### src/inc/udr_consts.svh
// Constants for the default descriptor store.
`ifndef UDR_CONSTS_SVH
`define UDR_CONSTS_SVH
`define UDR_EP_LEN        8'h07
`define UDR_EP_TYPE       8'h05
`define UDR_IF_LEN        8'h09
`define UDR_IF_TYPE       8'h04
`define UDR_MPS_LO        8'h40
`define UDR_MPS_HI        8'h00
`define UDR_ATTR_BULK     8'h02
`define UDR_ATTR_INT      8'h03
`define UDR_IVL_BULK      8'h00
`define UDR_IVL_INT       8'h0a
`define UDR_IN_BIT        7
`define UDR_VENDOR        8'hff
`define UDR_NO_STRING     8'h00
`define UDR_IF_NUM        8'h00
`define UDR_ALT2          8'h02
`define UDR_ALT2_NEP      8'h06
`define UDR_ADDR_EP1_OUT  8'h01
`define UDR_ADDR_EP1_IN   8'h81
`define UDR_ADDR_EP2_OUT  8'h02
`define UDR_ADDR_EP4_OUT  8'h04
`define UDR_ADDR_EP6_IN   8'h86
`define UDR_ADDR_EP8_IN   8'h88
`define UDR_ROM_DEPTH     64
`define UDR_ALT1_EP_BASE  7'd0
`define UDR_ALT2_IF_BASE  7'd42
`define UDR_ALT2_EP_BASE  7'd51
`define UDR_TOTAL_LEN     16'h00ab
`define UDR_END           7'd93
`endif

### src/inc/udr_pkg.sv
// Types for the default descriptor store.
package udr_pkg;
  typedef enum logic {UDR_IDLE, UDR_SEND} udr_state_t;
endpackage : udr_pkg

### src/udr_rom.sv
// Default full-speed descriptor store: alternate setting 1 endpoints and all of alternate setting 2.
//
// Contract
// - Each endpoint descriptor is seven bytes, starting 07h then type 05h.
// - Each endpoint reports 64-byte max packet: 40h then 00h.
// - Byte order: length, type, address, attributes, size low, size high, interval.
// - Address bit 7 set for IN, clear for OUT; number in low bits.
// - Interval is 00h for bulk endpoints and 0Ah for interrupt endpoints.
// - Setting 2 endpoint 1 OUT: address 01h, interrupt 03h, interval 0Ah.
// - Endpoint 1 IN 81h: bulk in setting 1, interrupt in setting 2.
// - Endpoint 2 OUT 02h: bulk in setting 1, interrupt in setting 2.
// - Endpoint 4 OUT 04h: bulk, interval 00h, in both settings.
// - Endpoint 6 IN 86h: bulk in setting 1, interrupt in setting 2.
// - Endpoint 8 IN 88h: bulk, interval 00h, in both settings.
// - Setting 2 interface carries alternate 02h, followed by its six endpoints.
// - Setting 2 interface reports 06h endpoints, control endpoint excluded.
// - Setting 2 interface is nine bytes: 09h then type 04h.
// - Setting 2 interface number is 00h.
// - Class, subclass and protocol are each FFh.
// - Interface string index is 00h.
// - Bytes stored contiguously in listed order for sequential streaming.
// - Whole configuration block totals 171 bytes, reported ABh 00h.
`timescale 1ns/1ps
`default_nettype none
`include "udr_consts.svh"
module udr_rom (
  input  wire logic        clock,
  input  wire logic        resetn,
  input  wire logic        req_valid,
  input  wire logic [6:0]  req_start,
  input  wire logic [15:0] req_len,
  input  wire logic        byte_ready,
  output logic             byte_valid,
  output logic [7:0]       byte_data,
  output logic             byte_last,
  output logic             busy,
  output logic [15:0]      total_len
);

  // One endpoint descriptor byte, picked by its offset within the descriptor.
  function automatic logic [7:0] ep_byte(input logic [2:0] off, input logic [7:0] addr, input logic intr);
    unique case (off)
      3'd0:    ep_byte = `UDR_EP_LEN;
      3'd1:    ep_byte = `UDR_EP_TYPE;
      3'd2:    ep_byte = addr;
      3'd3:    ep_byte = intr ? `UDR_ATTR_INT : `UDR_ATTR_BULK;
      3'd4:    ep_byte = `UDR_MPS_LO;
      3'd5:    ep_byte = `UDR_MPS_HI;
      3'd6:    ep_byte = intr ? `UDR_IVL_INT : `UDR_IVL_BULK;
      default: ep_byte = 8'h00;
    endcase
  endfunction : ep_byte

  localparam logic [7:0] EP_ADDR [6] = '{`UDR_ADDR_EP1_OUT, `UDR_ADDR_EP1_IN, `UDR_ADDR_EP2_OUT,
                                         `UDR_ADDR_EP4_OUT, `UDR_ADDR_EP6_IN, `UDR_ADDR_EP8_IN};
  // Interrupt type in setting 2, per endpoint slot; setting 1 is all bulk.
  localparam logic [5:0] ALT2_INT = 6'b010111;
  localparam logic [7:0] IF_BYTES [9] = '{`UDR_IF_LEN, `UDR_IF_TYPE, `UDR_IF_NUM, `UDR_ALT2, `UDR_ALT2_NEP,
                                          `UDR_VENDOR, `UDR_VENDOR, `UDR_VENDOR, `UDR_NO_STRING};

  logic [7:0] rom [`UDR_ROM_DEPTH*2];

  // Contiguous image: six setting 1 endpoints, setting 2 interface, six setting 2 endpoints.
  genvar e, b;
  generate
    for (e = 0; e < 6; e++) begin : g_ep
      for (b = 0; b < 7; b++) begin : g_b
        assign rom[`UDR_ALT1_EP_BASE + e*7 + b] = ep_byte(3'(b), EP_ADDR[e], 1'b0);
        assign rom[`UDR_ALT2_EP_BASE + e*7 + b] = ep_byte(3'(b), EP_ADDR[e], ALT2_INT[e]);
      end
    end
    for (b = 0; b < 9; b++) begin : g_if
      assign rom[`UDR_ALT2_IF_BASE + b] = IF_BYTES[b];
    end
    for (b = `UDR_END; b < `UDR_ROM_DEPTH*2; b++) begin : g_pad
      assign rom[b] = 8'h00;
    end
  endgenerate

  assign total_len = `UDR_TOTAL_LEN;

  udr_pkg::udr_state_t state;
  logic [6:0]  addr;
  logic [15:0] remain;
  logic [6:0]  next_addr;
  logic        last_now;

  // Stop at the stored end or the requested count, whichever comes first.
  assign next_addr = addr + 7'd1;
  assign last_now  = (remain == 16'h0001) || (next_addr == `UDR_END);
  assign busy      = (state == udr_pkg::UDR_SEND);

  always_ff @(posedge clock or negedge resetn) begin
    if (!resetn) begin
      state <= udr_pkg::UDR_IDLE;
      addr  <= 7'd0;
      remain <= 16'h0000;
    end else begin
      unique case (state)
        udr_pkg::UDR_IDLE: begin
          if (req_valid && req_len != 16'h0000 && req_start < `UDR_END) begin
            state  <= udr_pkg::UDR_SEND;
            addr   <= req_start;
            remain <= req_len;
          end
        end
        udr_pkg::UDR_SEND: begin
          if (byte_ready) begin
            addr   <= next_addr;
            remain <= remain - 16'h0001;
            if (last_now) begin
              state <= udr_pkg::UDR_IDLE;
            end
          end
        end
      endcase
    end
  end

  always_ff @(posedge clock or negedge resetn) begin
    if (!resetn) begin
      byte_data <= 8'h00;
      byte_last <= 1'b0;
    end else begin
      byte_data <= rom[addr];
      // Only the accepted final step is flagged, so a stalled consumer never sees an early last.
      byte_last <= last_now && busy && byte_ready;
    end
  end

  // Data is registered one cycle after the address, so valid trails busy by one cycle.
  always_ff @(posedge clock or negedge resetn) begin
    if (!resetn) begin
      byte_valid <= 1'b0;
    end else begin
      byte_valid <= busy;
    end
  end

  rom_ep1_a: assert property (@(posedge clock) disable iff (!resetn)
    rom[`UDR_ALT1_EP_BASE] == `UDR_EP_LEN && rom[`UDR_ALT1_EP_BASE + 1] == `UDR_EP_TYPE)
    else $error("Endpoint header bytes wrong.");
  rom_mps_a: assert property (@(posedge clock) disable iff (!resetn)
    rom[`UDR_ALT2_EP_BASE + 4] == 8'h40 && rom[`UDR_ALT2_EP_BASE + 5] == 8'h00)
    else $error("Max packet size wrong.");
  alt2_int_a: assert property (@(posedge clock) disable iff (!resetn)
    rom[`UDR_ALT2_EP_BASE + 3] == 8'h03 && rom[`UDR_ALT2_EP_BASE + 6] == 8'h0a)
    else $error("Setting 2 endpoint 1 OUT wrong.");
  alt1_bulk_a: assert property (@(posedge clock) disable iff (!resetn)
    rom[`UDR_ALT1_EP_BASE + 7 + 2] == 8'h81 && rom[`UDR_ALT1_EP_BASE + 7 + 3] == 8'h02)
    else $error("Setting 1 endpoint 1 IN wrong.");
  if_hdr_a: assert property (@(posedge clock) disable iff (!resetn)
    rom[`UDR_ALT2_IF_BASE + 3] == 8'h02 && rom[`UDR_ALT2_IF_BASE + 4] == 8'h06)
    else $error("Setting 2 interface header wrong.");
  ep8_bulk_a: assert property (@(posedge clock) disable iff (!resetn)
    rom[`UDR_ALT2_EP_BASE + 35 + 3] == 8'h02 && rom[`UDR_ALT2_EP_BASE + 35 + 6] == 8'h00)
    else $error("Endpoint 8 not bulk.");
  send_start_a: assert property (@(posedge clock) disable iff (!resetn)
    (!busy && req_valid && req_len != 16'h0000 && req_start < `UDR_END) |=> busy ##1 byte_valid)
    else $error("Request did not start a stream.");
  stop_len_a: assert property (@(posedge clock) disable iff (!resetn)
    (busy && byte_ready && last_now) |=> !busy)
    else $error("Stream did not stop at its length.");
  last_flag_a: assert property (@(posedge clock) disable iff (!resetn)
    (busy && byte_ready && last_now) |=> (byte_valid && byte_last))
    else $error("Final byte not flagged.");
  in_dir_a: assert property (@(posedge clock) disable iff (!resetn)
    rom[`UDR_ALT1_EP_BASE + 9][`UDR_IN_BIT] == 1'b1 && rom[`UDR_ALT1_EP_BASE + 2][`UDR_IN_BIT] == 1'b0)
    else $error("Endpoint direction bit wrong.");
  ep6_int_a: assert property (@(posedge clock) disable iff (!resetn)
    rom[`UDR_ALT2_EP_BASE + 30] == 8'h86 && rom[`UDR_ALT2_EP_BASE + 31] == 8'h03)
    else $error("Setting 2 endpoint 6 IN wrong.");
  if_len_a: assert property (@(posedge clock) disable iff (!resetn)
    rom[`UDR_ALT2_IF_BASE] == 8'h09 && rom[`UDR_ALT2_IF_BASE + 1] == 8'h04
    && rom[`UDR_ALT2_IF_BASE + 5] == 8'hff)
    else $error("Setting 2 interface length or class wrong.");
  one_cov: cover property (@(posedge clock) disable iff (!resetn) busy && req_len == 16'h0001);
  end_cov: cover property (@(posedge clock) disable iff (!resetn) busy && next_addr == `UDR_END);
  stall_cov: cover property (@(posedge clock) disable iff (!resetn) byte_valid && !byte_ready);

endmodule : udr_rom
`default_nettype wire

### config.mk
export PLATFORM = sky130hd
export DESIGN_NAME = udr_rom
export DESIGN_NICKNAME = d
export VERILOG_FILES = /design/src/inc/udr_pkg.sv /design/src/udr_rom.sv
export VERILOG_INCLUDE_DIRS = /design/src /design/src/inc
export SDC_FILE = /design/constraint.sdc
export NUM_CORES = 1
export LEC_CHECK = 0
export ABC_AREA = 1
export BUFFER_PORTS_ARGS = -buffer_cell sky130_fd_sc_hd__buf_4
export CORE_MARGIN = 5
export CORE_UTILIZATION = 44
export CTS_CLUSTER_SIZE = 16
export DETAILED_ROUTE_END_ITERATION = 10
export PLACE_DENSITY = 0.76
export SLEW_MARGIN = 10
export SYNTH_ARGS = -nofsm -noshare
export SYNTH_HDL_FRONTEND = slang
export SYNTH_SLANG_ARGS = --single-unit
### constraint.sdc
create_clock -name clock -period 2.55 [get_ports clock]
set_clock_uncertainty 0.05 [all_clocks]
set_input_delay 0.1275 -clock clock [delete_from_list [all_inputs] [get_ports clock]]
set_output_delay 0.1275 -clock clock [all_outputs]
set_load 0.01 [all_outputs]
==> results.yml <==
run_status:
  status: "completed"
yosys:
  ys_top_cells_by_count: "nand2_1 (196), nand3_1 (54), nor2_1 (53)"
  synthCells: 498
  yosysMostFrequentCell: "nand2_1"
  synth_warnings: 0
  async_flop_share: 1.00
  netlist_top_cells_area: "dfrtp_1 (27%), nand2_1 (24%), nand3_1 (8.9%)"
  postSynthAreaPerCell_sq_um: 6.10
  synth_edf_count: 0
  synth_ff_type: "dfrtp_1"
  synth_largest_area_cell: "dfrtp_1"
  ys_seq_elements: 33
  yosysSeqAreaShare: 0.272
  yosysUniqueCellTypes: 38
  yosys.area.top_type_share: 0.272
  mappedNetlistArea_sq_um: 3040
routing:
  wl_met3_microns: 541
  drc: 0
  ant_nets: 0
  wl_met2_microns: 3540
  wl_met1_microns: 3860
  avgViaCountPerCell: 5.33
  drt-initial-drc-count: 313
  routed.top_layer: "met4"
  drt-wirelength-per-cell_microns: 13.4
  num_vias: 3217
  drt_first_pass_iters: 4
  wl_microns: 8090
die:
  coreArea_sq_um: 6760
  dieHeight_microns: 93.1
  die-area_sq_um: 8670
  fp.dieW_microns: 93.1
  row_count: 30
  io_pins: 54
  initial_utilization: 0.450
placement:
  numPortBuffers: 37
  dpl.hpwl_microns: 5950
  routabilityCongestion: 0.947
sta:
  tightest_slew_ns: 0.724
  drv_slew: 0
  setup_tns_ns: 0
  period_minus_slack_ns: 2.04
  fin_crit_sh: 0.799
  grt_setup_unrepaired: "no"
  slew_headroom: 0.517
  fmax_ghz: 0.491
  finalSetupViolCount: 0
  hold_viol_final: 0
clocking:
  holdBufCountCts: 1
  postCtsSetupRepairBufs: 0
  cts.repair.resized: 0
  clk_path_buf_depth: 2
  cts_buffers: 5
  clock_latency_ns: 0.29
  cts_tree: "yes"
  cts-root-buf: "clkbuf_8"
  clk_pin_slew_worst_paths_ns: 0.07
  cts_sinks: 33
  htreeDepth: 2
setup_path:
  critPathSlowestCell: "dfrtp_1"
  crit_path_end_kind: "flop"
  r2r.worst_path.cells: 8
  critPathRequiredTime_ns: 2.68
  path_cells: "inv_4 -> ha_1 -> nor2_1 -> nand3_1 -> nor2_1 -> nand3_1 -> nand2_1 -> a21boi_1"
  critPathKind: "reg -> reg"
  cp_slowest_stage_delay_ns: 0.81
  crit_path_start_kind: "flop"
  arrival_ns: 2.17
  critPathMaxFanout: 22
hold_path:
  min_path_type: "in -> reg"
  hold_path_depth: 5
global_routing:
  grt_pass1_vias: 2829
  antenna_found_initial: 0
  grt_max_degree: 34
  grt_usage: 0.188
  grt_pass1_wl_microns: 13300
  grt_overflow: 0
pwr:
  ir_worst_vdd_uv: 464
  p_total_mw: 3.72
  leakage_nw: 1.82
  powerDensity_nw_per_um2: 1110
finish:
  num_antenna_cells: 0
  area_growth_pct: 10.0
  drive_gt1_frac: 0.124
  final_nets: 563
job:
  maxCapViolCount: 0
critical path: cells and delay by family, from the launching register on:
kind            cells  cell delay, ns
fa+ha+maj           1            0.36
compound gates      1            0.06
simple gates        5            0.49
buf+inv             1            0.15
flops               1            0.81
cell usage in the layout (no fill, tap or decap), drive strengths merged, types with 3 or more instances in the layout:
cell and n:
a21oi 7, a31oi 3, buf 41, clkbuf 6, conb 16, dfrtp 33, ha 13, inv 34
nand2 198, nand3 54, nand3b 3, nand4 6, nor2 59, o211ai 5, o21ai 29
cell type report:
class / instances / area (sq um)
Clock buffer: 6 / 72.6
Clock inverter: 2 / 10.0
Fill cell: 696 / 3410
Inverter: 34 / 130
Multi-Input combinational cell: 407 / 1890
Sequential cell: 33 / 826
Tap cell: 80 / 100
Timing Repair Buffer: 42 / 318
kinds of logic (layout without fill, tap and decap cells):
group,after synthesis,count (layout),share of synthesized area
buffers and inverters,72,84,0.124
xor gates and xnor gates,1,1,0.00288
DFF,33,33,0.272
and+or+nand+nor,325,325,0.446
AOI/OAI and AO/OA,52,52,0.0988
adders and majority gates,13,13,0.0535
other,2,16,0.00247
stage by stage:
stage | worst slack [ns] | area, sq um | hold WS, ns | util | std cells
finish | 0.514 | 3340 | 0.0845 | 0.495 | 604
global route | 0.353 | 3340 | 0.0901 | 0.495 | 604
CTS | 0.526 | 3340 | 0.0801 | 0.495 | 604
detailed placement | 0.542 | 3250 | 0.0465 | 0.481 | 595
global placement | 0.650 | 3250 | 0.0446 | 0.481 | 595
floorplan | 0.946 | 3090 | -0.218 | - | 512
power by group:
group	internal [mW]	leakage (nW)	switching [mW]	total, mW
Sequential	0.727	0.418	0.324	1.05
Clock	0.189	0.0450	0.212	0.401
Combinational	0.831	1.36	1.44	2.27
final timing paths:
kind                            startpoint            to  slack, ns
worst max register to register     addr[2]          busy       0.51
worst max-delay path               addr[2]          busy       0.51
max in group asynchronous           resetn     remain[8]       1.88
worst min register to register     addr[3]       addr[3]       0.47
min in group asynchronous           resetn  byte_data[2]       0.26
worst min-delay path            req_len[5]     remain[5]       0.08
registers in the layout (all words and copies together) (netlist names):
| name | count |
|---|---|
| byte_last | 1 |
| byte_data | 7 |
| busy | 1 |
| byte_valid | 1 |
| remain | 16 |
| addr | 7 |
routing by layer:
| metal | track usage | vias to the layer above |
|---|---|---|
| met5 | 0 | - |
| met4 | 0.0720 | 0 |
| met3 | 0.0410 | 18 |
| met2 | 0.277 | 119 |
| met1 | 0.269 | 1468 |
| li1 | - | 1612 |
Note: power is estimated with default switching activity, not from simulation.
